<file path="config.mk">
export PLATFORM = sky130hd
export DESIGN_NAME = rst_regs
export DESIGN_NICKNAME = d
export VERILOG_FILES = /design/src/pkg/rst_pkg.sv /design/src/pkg/rst_trim_if.sv /design/src/logic/rst_regs.sv /design/src/logic/rst_trim_reg.sv
export SDC_FILE = /design/constraint.sdc
export NUM_CORES = 1
export LEC_CHECK = 0
export BUFFER_PORTS_ARGS = -buffer_cell sky130_fd_sc_hd__buf_4
export CAP_MARGIN = 25
export CORE_UTILIZATION = 35
export DETAILED_ROUTE_END_ITERATION = 8
export HOLD_SLACK_MARGIN = 0.15
export PLACE_DENSITY_LB_ADDON = 0.2
export SLEW_MARGIN = 20
export SYNTH_ARGS = -nofsm -noshare
export SYNTH_HDL_FRONTEND = slang
export SYNTH_SLANG_ARGS = --single-unit
</file>
<file path="constraint.sdc">
create_clock -name clk_i -period 4 [get_ports clk_i]
set_clock_uncertainty 0.2 [all_clocks]
set_input_delay 0.2 -clock clk_i [delete_from_list [all_inputs] [get_ports clk_i]]
set_output_delay 0.2 -clock clk_i [all_outputs]
set_load 0.01 [all_outputs]
</file>
<file path="src/pkg/rst_pkg.sv">
// Package with field layouts, reset values and widths for the status and trim registers
package rst_pkg;
    // ==================================================
    // Widths
    localparam int STAT_W = 31;
    localparam int TRIM_W = 32;
    localparam int LEG_W = 6;
    // ==================================================
    // Status field positions
    localparam int ST_LOCK_B = 30;
    localparam int ST_SIG_HI = 29;
    localparam int ST_SIG_LO = 24;
    localparam int ST_SUP_HI = 23;
    localparam int ST_SUP_LO = 18;
    localparam int ST_ALERT_B = 17;
    localparam int ST_RSVD_B = 16;
    localparam int ST_ERR_B = 15;
    localparam int ST_LEN_HI = 14;
    localparam int ST_LEN_LO = 10;
    localparam int ST_PER_HI = 9;
    localparam int ST_PER_LO = 0;
    // ==================================================
    // Trim field positions and reset values
    localparam int TR_SLICE_HI = 5;
    localparam int TR_SLICE_LO = 2;
    localparam int TR_UP_B = 1;
    localparam int TR_DN_B = 0;
    localparam logic [5:0] TRIM_LEG_RST = 6'h20;
    // Extended view reset: discriminator range 10, signal clock 10, legacy bits 20
    localparam logic [31:0] TRIM_EXT_RST = 32'h04800020;
    localparam logic [31:0] TRIM_LEG_MASK = 32'h0000003F;
    // Reserved extended bits 21 and 8-6 must stay zero
    localparam logic [31:0] TRIM_EXT_MASK = 32'hFFDFFE3F;
    // ==================================================
    // Register selector for the serial register port
    typedef enum logic [1:0] {
        RST_SEL_NONE = 2'h0,
        RST_SEL_STATUS = 2'h1,
        RST_SEL_TRIM = 2'h2
    } rst_sel_t;
endpackage

</file>
<file path="src/pkg/rst_trim_if.sv">
// Interface carrying trim write requests and the trim contents
`timescale 1ns/1ns
interface rst_trim_if;
    logic wr_en;
    logic [31:0] wr_data;
    logic ext_en;
    logic [31:0] trim;
    modport owner (input wr_en, input wr_data, input ext_en, output trim);
    modport user (output wr_en, output wr_data, output ext_en, input trim);
endinterface

</file>
<file path="src/logic/rst_regs.sv">
// Radio status word and trim register bank with serial register port
`timescale 1ns/1ns

module rst_regs (
    input wire logic clk_i,
    input wire logic rst_i,
    // Register port
    input wire rst_pkg::rst_sel_t sel_i,
    input wire logic wr_i,
    input wire logic rd_i,
    input wire logic [31:0] wdata_i,
    output logic [31:0] rdata_o,
    output logic rvalid_o,
    // Control register one bits
    input wire logic extended_feature_enable_i,
    input wire logic offset_measure_select_i,
    input wire logic slicer_ref_internal_i,
    // Radio measurement sources
    input wire logic synth_lock_flag_i,
    input wire logic [5:0] measured_signal_level_i,
    input wire logic [5:0] supply_adc_i,
    input wire logic [5:0] disc_adc_i,
    input wire logic alert_pin_raw_i,
    input wire logic test_msg_mode_i,
    input wire logic alert_msg_error_i,
    input wire logic [4:0] alert_payload_length_i,
    input wire logic [9:0] alert_bit_period_i,
    // Analog trim controls
    output logic [3:0] slicer_reference_trim_o,
    output logic discriminator_shift_up_o,
    output logic discriminator_shift_down_o,
    output logic [31:0] trim_ext_o
);
    import rst_pkg::*;

    // ==================================================
    // Trim storage
    rst_trim_if tif ();

    assign tif.wr_en = wr_i && (sel_i == RST_SEL_TRIM);
    assign tif.wr_data = wdata_i;
    assign tif.ext_en = extended_feature_enable_i;

    rst_trim_reg u_trim (
        .clk_i(clk_i),
        .rst_i(rst_i),
        .bus(tif)
    );

    // ==================================================
    // Status capture
    logic [30:0] stat_r;
    logic [30:0] stat_nxt;

    // Assemble the live status word
    always_comb begin
        stat_nxt = '0;
        stat_nxt[ST_LOCK_B] = synth_lock_flag_i;
        stat_nxt[ST_SIG_HI:ST_SIG_LO] = measured_signal_level_i;
        stat_nxt[ST_SUP_HI:ST_SUP_LO] = offset_measure_select_i ? disc_adc_i
                                                                : supply_adc_i;
        stat_nxt[ST_ALERT_B] = alert_pin_raw_i;
        stat_nxt[ST_RSVD_B] = 1'b0;
        stat_nxt[ST_ERR_B] = test_msg_mode_i & alert_msg_error_i;
        stat_nxt[ST_LEN_HI:ST_LEN_LO] = alert_payload_length_i;
        stat_nxt[ST_PER_HI:ST_PER_LO] = alert_bit_period_i;
    end

    // Status follows the sources only; the port cannot write it
    always_ff @(posedge clk_i or posedge rst_i) begin
        if (rst_i) begin
            stat_r <= '0;
        end else begin
            stat_r <= stat_nxt;
        end
    end

    // ==================================================
    // Read port and trim outputs
    logic [31:0] rdata_nxt;
    logic rvalid_nxt;
    logic [31:0] view_trim;

    // Read mux with view masking
    always_comb begin
        view_trim = extended_feature_enable_i ? (tif.trim & TRIM_EXT_MASK)
                                              : (tif.trim & TRIM_LEG_MASK);
        rvalid_nxt = rd_i;
        rdata_nxt = '0;
        if (rd_i) begin
            unique case (sel_i)
                RST_SEL_STATUS: rdata_nxt = {1'b0, stat_r};
                RST_SEL_TRIM: rdata_nxt = view_trim;
                default: rdata_nxt = '0;
            endcase
        end
    end

    // Registered outputs
    always_ff @(posedge clk_i or posedge rst_i) begin
        if (rst_i) begin
            rdata_o <= '0;
            rvalid_o <= 1'b0;
            slicer_reference_trim_o <= TRIM_LEG_RST[TR_SLICE_HI:TR_SLICE_LO];
            discriminator_shift_up_o <= 1'b0;
            discriminator_shift_down_o <= 1'b0;
            trim_ext_o <= '0;
        end else begin
            rdata_o <= rdata_nxt;
            rvalid_o <= rvalid_nxt;
            slicer_reference_trim_o <= tif.trim[TR_SLICE_HI:TR_SLICE_LO];
            discriminator_shift_up_o <= tif.trim[TR_UP_B];
            discriminator_shift_down_o <= tif.trim[TR_DN_B];
            trim_ext_o <= view_trim;
        end
    end
endmodule

</file>
<file path="src/logic/rst_trim_reg.sv">
// Trim register storage with legacy and extended views
`timescale 1ns/1ns
module rst_trim_reg (
    input wire logic clk_i,
    input wire logic rst_i,
    rst_trim_if.owner bus
);
    import rst_pkg::*;

    logic [31:0] trim_r;
    logic [31:0] trim_nxt;

    // Next value: legacy write touches bits 5:0 only, extended write all defined bits
    always_comb begin
        trim_nxt = trim_r;
        if (bus.wr_en) begin
            if (bus.ext_en) begin
                trim_nxt = bus.wr_data & TRIM_EXT_MASK;
            end else begin
                trim_nxt = (trim_r & ~TRIM_LEG_MASK) | (bus.wr_data & TRIM_LEG_MASK);
            end
        end
    end

    // Storage
    always_ff @(posedge clk_i or posedge rst_i) begin
        if (rst_i) begin
            trim_r <= TRIM_EXT_RST;
        end else begin
            trim_r <= trim_nxt;
        end
    end

    assign bus.trim = trim_r;
endmodule

</file>
==> out/metrics.csv, run 1 <==
metric,value,unit
status,"complete, no violations",
fin_ws,1.92,ns
drt_iter0_markers,63,
powerDensity,492,mW/mm^2
postRouteWirelength,8810,um
rsz0062_at_grt,false,
synth-seq-cells,120,
critPathLaunchType,input pin,
worstPathRequired,4.13,ns
cp.depth,4,
insertion_delay,0.40,ns
drt-vias-per-instance,4.35,
seqPwrFrac,44.7,%
place_inst,508,
fin_crit_sh,52.0,%
cts_made_buffers,17,
nets,534,
clock_tree.buffer_depth,2,
htree_levels,4,
cts_tree,built,
final_area,0.00647,mm^2
yosysSeqAreaShare,73.3,%
cp-end-kind,register,
portBuffers,139,
cap_violations,0,
cts_hold_buf,68,
critPathArrivalTime,2.21,ns
post-place-ws,1.84,ns
wl_met2,4640,um
setup_violations,0,
power_frac_comb,13.1,%
clock-sinks,120,
r2r_cells,1,
p_int,2.47,mW
grt_start_max_net_pins,77,
critical_path.top_delay_family,simple AND/OR/NAND/NOR gates,
die_w,110,um
syn_to_final_growth,57.7,%
crit_buf_inv,2,
dpl_cell_area,0.00523,mm^2
whs_path_depth,0,
ctsResizeCount,0,
num_io_pins,149,
power,3.18,mW
maxSlewHeadroom,34.6,%
synth.distinct_cells,18,
min_period,2.08,ns
fin_util,56.7,%
first_global_vias,2645,
drv_slew,0,
start_util,35.9,%
fp.dieH,110,um
drc,0,
worstSetupPathType,in2reg,
wl_met3,383,um
p_sw_share,22.4,%
slowest_delay,0.90,ns
worst_slew_pin_slew,0.981,ns
cp_cell_sequence,dlygate4sd3_1 -> buf_4 -> and4b_1 -> a22o_1,
p_switching,0.713,mW
diodes,0,
wl_met1,3620,um
cts_root_buf,clkbuf_16,
hold_ws,0.186,ns
yosys_warnings,0,
hold_viol_final,0,
fillers,961,
routabilityCongestion,0.680,
routed.top_layer,met4,
ir_worst_vdd,0.000276,V
layout.cells.non_filler,610,
first_pass_iters,4,
grt_use_total,15.3,%
clockPowerShare,42.2,%
min_path_type,reg2reg,
avgSynthCellArea,17.1,um^2
synth_cells,240,
rows,39,
overflow,0,
core-area,0.0114,mm^2
dp_hpwl,5360,um
crit_fanout,26,
synth_area,0.00410,mm^2
clock.fmax,481,MHz
die-area,0.0122,mm^2
drive_gt1_share,45.0,%
antenna_found_initial,0,
slowest_stage,and4b_1,
post-cts-setup-buffer-count,0,
wire_per_inst,14.4,um
grt_pass1_wl,13300,um
fin_tns_setup,0,ns
via_count,2653,
postRouteAntennaNets,0,
path_clk_slew,0.05,ns
p_leak,3.26,nW
==> Yosys cell counts <==
cell type,number,area (um^2)
dfrtp_1,116,2900
and2_1,27,169
a22o_1,26,228
mux2_4,20,300
mux2_2,14,158
buf_4,11,82.6
clkbuf_1,5,18.8
dfstp_2,4,105
inv_1,3,11.3
and3b_1,2,17.5
and4_1,2,17.5
buf_2,2,10.0
buf_6,2,22.5
ha_1,2,25.0
and4b_1,1,10.0
conb_1,1,3.75
nand2_1,1,3.75
nand3_4,1,17.5
==> placed cells by master (no fill, tap or decap), drive strengths merged <==
| cell type | netlist | routed |
|---|---|---|
| and2 | 27 | 27 |
| and3b | 2 | 2 |
| buf | 15 | 143 |
| conb | 1 | 4 |
| clkinvlp | 0 | 2 |
| dfstp | 4 | 4 |
| nand2 | 1 | 1 |
| a22o | 26 | 26 |
| ha | 2 | 2 |
| nand3 | 1 | 1 |
| bufinv | 0 | 1 |
| inv | 3 | 3 |
| clkbuf | 5 | 22 |
| mux2 | 34 | 34 |
| dfrtp | 116 | 116 |
| dlygate4sd3 | 0 | 69 |
| and4 | 2 | 2 |
| clkinv | 0 | 7 |
| and4b | 1 | 1 |
==> power by group through the flow <==
stage               clock (mW)  sequential (mW)  combinational, mW
floorplan                    0             1.45              0.170
global placement             0             1.44              0.357
detailed placement           0             1.44              0.362
CTS                       1.37             1.42              0.418
global route              1.43             1.44              0.452
finish                    1.34             1.42              0.417
==> state kept, by name, indices dropped and copies added, names as in the netlist <==
register / cells
u_trim.bus.trim: 28
trim_ext_o: 25
rvalid_o: 1
stat_r: 30
rdata_o: 32
slicer_reference_trim_o: 4
==> logic make-up (layout without fill, tap and decap cells) <==
group                    count (synthesis)  in the layout  share of synthesized area (%)
buffers and inverters                   23            247                           3.54
flip-flops                             120            120                           73.3
AO/OA/AOI/OAI                           26             26                           5.55
adder cells (fa/ha/maj)                  2              2                          0.610
AND/OR/NAND/NOR                         34             34                           5.73
multiplexers                            34             34                           11.2
other                                    1              4                         0.0914
==> routing by layer <==
metal / up-vias / GRT usage, %
met1: 1328 / 18.4
met5: - / 0
met2: 76 / 25.2
li1: 1238 / -
met4: 0 / 7.52
met3: 11 / 4.47
==> final timing paths <==
kind / from / endpoint / slack (ns)
min in group asynchronous: rst_i / rdata_o[4] / 0.63
worst min-delay path: u_trim.bus.trim[5] / slicer_reference_trim_o[3] / 0.19
worst min register to register: u_trim.bus.trim[5] / slicer_reference_trim_o[3] / 0.19
max in group asynchronous: rst_i / u_trim.bus.trim[5] / 2.00
worst max register to register: u_trim.bus.trim[18] / u_trim.bus.trim[18] / 3.01
worst max-delay path: extended_feature_enable_i / rdata_o[22] / 1.92
==> cell type report <==
type,instances,area [um^2],share of cell area (%)
Clock buffer,22,444,6.87
Clock inverter,10,80.1,1.24
Tap cell,143,179,2.77
Multi-Input combinational cell,100,961,14.9
Inverter,3,13.8,0.213
Sequential cell,120,3010,46.5
Timing Repair Buffer,212,1780,27.6
Power figures use the tool's default switching activity.
==> run 2: changes to the inputs <==
--- a/config.mk
+++ b/config.mk
@@ -5,6 +5,7 @@
 export SDC_FILE = /design/constraint.sdc
 export NUM_CORES = 1
 export LEC_CHECK = 0
+export ABC_AREA = 1
 export BUFFER_PORTS_ARGS = -buffer_cell sky130_fd_sc_hd__buf_4
 export CAP_MARGIN = 25
 export CORE_UTILIZATION = 35
==> constraint.sdc (replaced) <==
create_clock -name clk_i -period 1.74 [get_ports clk_i]
set_clock_uncertainty 0.2 [all_clocks]
set_input_delay 0.087 -clock clk_i [delete_from_list [all_inputs] [get_ports clk_i]]
set_output_delay 0.087 -clock clk_i [all_outputs]
set_load 0.01 [all_outputs]
==> out/metrics.csv, run 2 <==
metric,value,unit
wire_per_inst,14.0,um
synth_cells,422,
post-place-ws,0.233,ns
clock_tree.buffer_depth,2,
final_common_cell,nand2_1,
synth_area_leader_cell,dfrtp_1,
postRouteAntennaNets,0,
critPathArrivalTime,1.81,ns
min_period,1.72,ns
layout.cells.non_filler,864,
layout_common_cells,"nand2_1 (165), buf_4 (145), dlygate4sd3_1 (138)",
syn_to_final_growth,75.3,%
worstHoldStart,sel_i[0],
die_w,113,um
fin_ws,0.0197,ns
cts_made_buffers,17,
worstPathRequired,1.83,ns
cap_violations,0,
avgSynthCellArea,10.2,um^2
power_frac_comb,15.1,%
register_area,0.00301,mm^2
num_io_pins,149,
powerDensity,1020,mW/mm^2
portBuffers,139,
async_flop_share,100,%
fp.dieH,113,um
drt_iter0_markers,203,
hold_viol_final,0,
crit_fanout,11,
antenna_found_initial,0,
ys.flop_type,dfrtp_1,
yosysMostFrequentCell,nand2_1,
htree_levels,4,
yosys-top-cells-count,"nand2_1 (165), dfrtp_1 (116), inv_1 (34), nor2_1 (26), nand4_1 (20)",
grt_start_max_net_pins,70,
drv_slew,0,
die-area,0.0127,mm^2
path_clk_slew,0.05,ns
whs_path_depth,5,
fin_tns_setup,0,ns
postRouteWirelength,12100,um
clockPowerShare,43.4,%
critPathLaunchType,input pin,
insertion_delay,0.41,ns
first_pass_iters,6,
drt-vias-per-instance,4.37,
nets,785,
core-area,0.0120,mm^2
drive_gt1_share,26.4,%
via_count,3776,
start_util,35.8,%
synth.distinct_cells,18,
yosysSeqAreaShare,69.9,%
synth-seq-cells,120,
first_global_vias,3965,
maxSlewHeadroom,41.6,%
synth_area,0.00430,mm^2
rows,40,
largest_reg_flops,32,
place_inst,690,
routabilityCongestion,0.781,
p_switching,1.79,mW
clock-sinks,120,
p_int,5.89,mW
diodes,0,
grt_pass1_wl,19600,um
fillers,976,
yosys_warnings,0,
cts_root_buf,clkbuf_16,
worstSetupPathType,in2reg,
fin_crit_sh,98.9,%
p_sw_share,23.3,%
crit_start,extended_feature_enable_i,
overflow,0,
clock.fmax,581,MHz
p_leak,3.99,nW
synthTopCellsByArea,"dfrtp_1 (68%), nand2_1 (14%), inv_1 (3.0%)",
status,"complete, no violations",
cp-end-kind,register,
drc,0,
seqPwrFrac,41.5,%
ir_worst_vdd,0.000491,V
min_path_type,in2reg,
worst_slew_pin_slew,0.876,ns
rsz0062_at_grt,false,
r2r_start,u_trim.bus.trim[26],
synth_top_area_share,67.5,%
dp_hpwl,6680,um
regMostFlops,rdata_o,
cts_tree,built,
grt_use_total,20.7,%
r2r_cells,3,
multiInputGateArea,0.00101,mm^2
synth_enable_flop_cells,0,
setup_violations,0,
## run 2: cell count changes in the layout (fill, tap and decap cells not counted), sizes merged, moves of 20 or more
cell / previous run / this run
a22o: 26 / 0
inv: 3 / 35
and2: 27 / 0
mux2: 34 / 0
dlygate4sd3: 69 / 138
nor2: 0 / 27
nand2: 1 / 166
nand4: 0 / 20
## run 2: kinds of logic (layout without fill, tap and decap cells)
kind of cell	count (synthesis)	after routing	share of synthesized area [%]
AOI/OAI and AO/OA	12	12	1.40
adders and majority gates	2	2	0.582
buffers and inverters	67	359	7.07
DFF	120	120	69.9
other	1	4	0.0872
and+or+nand+nor	220	220	20.9
## run 2: routing by layer
| metal | global-route usage, % | routed length (um) | up-vias |
|---|---|---|---|
| li1 | - | - | 1847 |
| met1 | 24.0 | 5060 | 1801 |
| met2 | 35.8 | 6290 | 116 |
| met3 | 5.89 | 605 | 12 |
| met4 | 8.53 | 150 | 0 |
| met5 | 0 | 0 | - |
## run 2: cell type report
class,instances,share of cell area [%]
sequential,120,39.9
timing repair buffer,292,34.9
multi-input combinational,238,13.5
clock buffer,23,6.21
tap,147,2.44
inverter,36,1.84
clock inverter,8,1.29
## run 2: critical path, cell delays in order
cell	delay, ns
buf_4	0.10
dlygate4sd3_1	0.61
nand3_4	0.14
clkbuf_16	0.21
nand2_1	0.07
nand2_1	0.05
dlygate4sd3_1	0.55
## run 2: timing repair
action                                  in CTS  in global routing
endpoints found under the setup margin       0                 40
resized for setup                            0                 10
buffers inserted                             0                  0
hold buffers                               142                  0
hold endpoints to repair                   233                  0
## run 2: final timing paths
path | endpoint | slack, ns
worst min register to register | slicer_reference_trim_o[3] | 0.18
worst max-delay path | u_trim.bus.trim[16] | 0.02
max in group asynchronous | slicer_reference_trim_o[3] | 0.23
worst min-delay path | rdata_o[18] | 0.11
min in group asynchronous | trim_ext_o[25] | 0.73
worst max register to register | u_trim.bus.trim[26] | 0.29
## run 2: power groups by stage
stage	sequential (mW)	combinational [mW]	clock, mW
after floorplan	3.26	0.351	0
after global placement	3.23	0.785	0
after detailed placement	3.23	0.803	0
after CTS	3.19	1.13	3.40
after global routing	3.21	1.27	3.54
final	3.19	1.16	3.33
## run 2: through the flow
step / area, um^2 / hold WS, ns / total power, mW / utilization, %
4_1_cts: 7460 / 0.185 / 7.72 / 62.1
3_3_place_gp: 5470 / -0.00305 / 4.01 / 45.6
2_1_floorplan: 4320 / -0.0816 / 3.61 / -
5_1_grt: 7540 / 0.167 / 8.03 / 62.8
6_report: 7540 / 0.107 / 7.67 / 62.8
3_5_place_dp: 5470 / -0.00266 / 4.03 / 45.6
==> run 3: changes to the inputs <==
--- a/config.mk
+++ b/config.mk
@@ -5,7 +5,7 @@
 export SDC_FILE = /design/constraint.sdc
 export NUM_CORES = 1
 export LEC_CHECK = 0
-export ABC_AREA = 1
+export ABC_AREA = 0
 export BUFFER_PORTS_ARGS = -buffer_cell sky130_fd_sc_hd__buf_4
 export CAP_MARGIN = 25
 export CORE_UTILIZATION = 35
==> constraint.sdc (replaced) <==
create_clock -name clk_i -period 1.73 [get_ports clk_i]
set_clock_uncertainty 0.2 [all_clocks]
set_input_delay 0.0865 -clock clk_i [delete_from_list [all_inputs] [get_ports clk_i]]
set_output_delay 0.0865 -clock clk_i [all_outputs]
set_load 0.01 [all_outputs]
==> out/metrics.csv, run 3 <==
metric,value,unit
status,stopped before the end,
stop_stage,clock tree synthesis (4_1_cts),
toolErrorMsg,[ERROR RSZ-0060] Max buffer count reached.,
synth_area,0.00410,mm^2
clock-sinks,120,
die_w,110,um
yosys-top-cells-count,"dfrtp_1 (116), and2_1 (27), a22o_1 (26), mux2_4 (20), mux2_2 (14)",
dp_hpwl,5610,um
post-cts-setup-buffer-count,0,
fp.dieH,110,um
synth_area_leader_cell,dfrtp_1,
synth_top_area_share,70.8,%
htree_levels,4,
dpl_cell_area,0.00533,mm^2
routabilityCongestion,0.701,
synth-seq-cells,120,
start_util,35.9,%
cts_hold_buf,111,
synth.distinct_cells,18,
synth_enable_flop_cells,0,
cts_made_buffers,17,
clock_tree.buffer_depth,2,
yosysMostFrequentCell,dfrtp_1,
rows,39,
cts_root_buf,clkbuf_16,
avgSynthCellArea,17.1,um^2
async_flop_share,100,%
ctsResizeCount,0,
yosysSeqAreaShare,73.3,%
synthTopCellsByArea,"dfrtp_1 (71%), mux2_4 (7.3%), a22o_1 (5.6%)",
synth_cells,240,
num_io_pins,149,
yosys_warnings,0,
portBuffers,139,
ys.flop_type,dfrtp_1,
run 3: changes by cell type after synthesis, moves of 14 or more:
cell / change
nand2_1: -164
inv_1: -31
mux2_4: +20
and2_1: +27
a22o_1: +26
nor2_1: -26
mux2_2: +14
nand4_1: -20
run 3: cell families after synthesis:
family                   Yosys count  share of synthesized area (%)
adder cells (fa/ha/maj)            2                          0.610
AND/OR/NAND/NOR                   34                           5.73
other                              1                         0.0914
buffers and inverters             23                           3.54
multiplexers                      34                           11.2
AO/OA/AOI/OAI                     26                           5.55
flip-flops                       120                           73.3
run 3: metrics by stage:
stage,hold WS [ns],setup WS (ns),cells,TNS [ns]
after floorplan,-0.0821,-0.0226,243,-2.62
after global placement,-0.00419,0.224,513,0
after detailed placement,-0.00318,0.204,513,0
==> run 4: changes to the inputs <==
--- a/config.mk
+++ b/config.mk
@@ -8,10 +8,9 @@
 export ABC_AREA = 0
 export BUFFER_PORTS_ARGS = -buffer_cell sky130_fd_sc_hd__buf_4
 export CAP_MARGIN = 25
-export CORE_UTILIZATION = 35
+export CORE_UTILIZATION = 20
 export DETAILED_ROUTE_END_ITERATION = 8
-export HOLD_SLACK_MARGIN = 0.15
-export PLACE_DENSITY_LB_ADDON = 0.2
+export PLACE_DENSITY_LB_ADDON = 0.15
 export SLEW_MARGIN = 20
 export SYNTH_ARGS = -nofsm -noshare
 export SYNTH_HDL_FRONTEND = slang
==> out/metrics.csv, run 4 (synthesized netlist as in run 1, its figures left out) <==
metric,value,unit
status,"complete, no violations",
htree_levels,4,
num_io_pins,149,
fp.dieH,145,um
cts_made_buffers,17,
via_count,2685,
clock_tree.buffer_depth,2,
post-cts-setup-buffer-count,0,
cp_cell_sequence,dlygate4sd3_1 -> buf_4 -> mux2_2 -> dlygate4sd3_1,
slowest_stage,dlygate4sd3_1,
p_leak,3.30,nW
rsz0062_at_grt,false,
worstPathRequired,1.80,ns
fillers,2058,
crit_top_cell,dlygate4sd3_1,
drt-vias-per-instance,3.61,
diodes,0,
insertion_delay,0.41,ns
ir_worst_vdd,0.000653,V
path_clk_slew,0.05,ns
layout_common_cells,"buf_4 (147), dfrtp_1 (116), dlygate4sd3_1 (68)",
dp_hpwl,6940,um
start_util,20.3,%
drive_gt1_share,46.2,%
min_period,1.52,ns
first_pass_iters,2,
crit_buf_inv,3,
clock.fmax,659,MHz
grt_pass1_wl,16500,um
first_global_vias,2980,
cts_root_buf,clkbuf_16,
syn_to_final_growth,63.9,%
die_w,145,um
min_path_type,in2async,
crit_fanout,1,
critical_path.top_delay_family,buffers and inverters,
final_area,0.00672,mm^2
register_area,0.00301,mm^2
antenna_found_initial,0,
final_common_cell,buf_4,
drt_iter0_markers,52,
power,7.47,mW
setup_violations,0,
nets,541,
fin_crit_sh,87.8,%
regMostFlops,rdata_o,
place_inst,644,
fin_tns_setup,0,ns
grt_start_max_net_pins,37,
drc,0,
cts_tree,built,
rows,52,
overflow,0,
core-area,0.0202,mm^2
multiInputGateArea,962,um^2
powerDensity,1110,mW/mm^2
cp-end-kind,register,
drv_slew,0,
wire_per_inst,14.1,um
hold_viol_final,0,
cap_violations,0,
critPathLaunchType,input pin,
portBuffers,139,
layout.cells.non_filler,744,
slowest_delay,0.58,ns
grt_use_total,10.6,%
postRouteWirelength,10500,um
clock-sinks,120,
dpl_cell_area,0.00551,mm^2
largest_reg_flops,32,
die-area,0.0211,mm^2
postRouteAntennaNets,0,
worstSetupPathType,in2reg,
routabilityCongestion,0.675,
critPathArrivalTime,1.59,ns
run 4: cell type report:
cell class	instances	area share, %
Inverter	3	0.223
Multi-Input combinational cell	100	14.3
Clock buffer	23	6.81
Timing Repair Buffer	219	27.7
Tap cell	270	5.03
Sequential cell	120	44.7
Clock inverter	9	1.15
run 4: metrics by stage:
stage	setup slack, ns	hold WS, ns	util, %
final	0.211	0.0600	33.3
after global routing	0.219	0.0645	33.3
after CTS	0.235	0.0532	33.3
after detailed placement	0.139	-0.0506	27.3
after global placement	0.165	-0.0688	27.3
after floorplan	-0.0226	-0.0821	-
run 4: metal layers:
metal,vias up,share of wire (%),global-route usage (%)
li1,1249,-,-
met1,1346,41,11.6
met2,82,52,18.1
met3,8,5.7,4.28
met4,0,1.2,4.11
met5,-,0,0
run 4: final timing paths:
kind	startpoint	end	slack, ns	cells past startpoint
setup / recovery	disc_adc_i[0]	stat_r[18]	0.21	4
hold / removal	rst_i	rdata_o[10]	0.06	3
setup reg to reg	u_trim.bus.trim[4]	u_trim.bus.trim[4]	0.76	1
hold reg to reg	u_trim.bus.trim[5]	slicer_reference_trim_o[3]	0.19	0
max in group asynchronous	rst_i	u_trim.bus.trim[23]	0.67	4
min in group clk_i	wr_i	u_trim.bus.trim[9]	0.07	4
run 4: timing repair:
| action | CTS | global route |
|---|---|---|
| resized for setup | 0 | 0 |
| hold buffers | 68 | 0 |
| hold endpoints to repair | 178 | 0 |
run 4: where the power goes:
| part | leakage [nW] | switching (mW) | total [mW] | internal, mW |
|---|---|---|---|---|
| combinational | 1.54 | 0.352 | 0.987 | 0.635 |
| clock | 0.257 | 1.20 | 3.19 | 2.00 |
| sequential | 1.50 | 0.160 | 3.29 | 3.13 |
run 4: tightest hold or removal path, cell delays in order:
cell and delay (ns):
dlygate4sd3_1 0.53, buf_4 0.14, clkinvlp_4 0.31
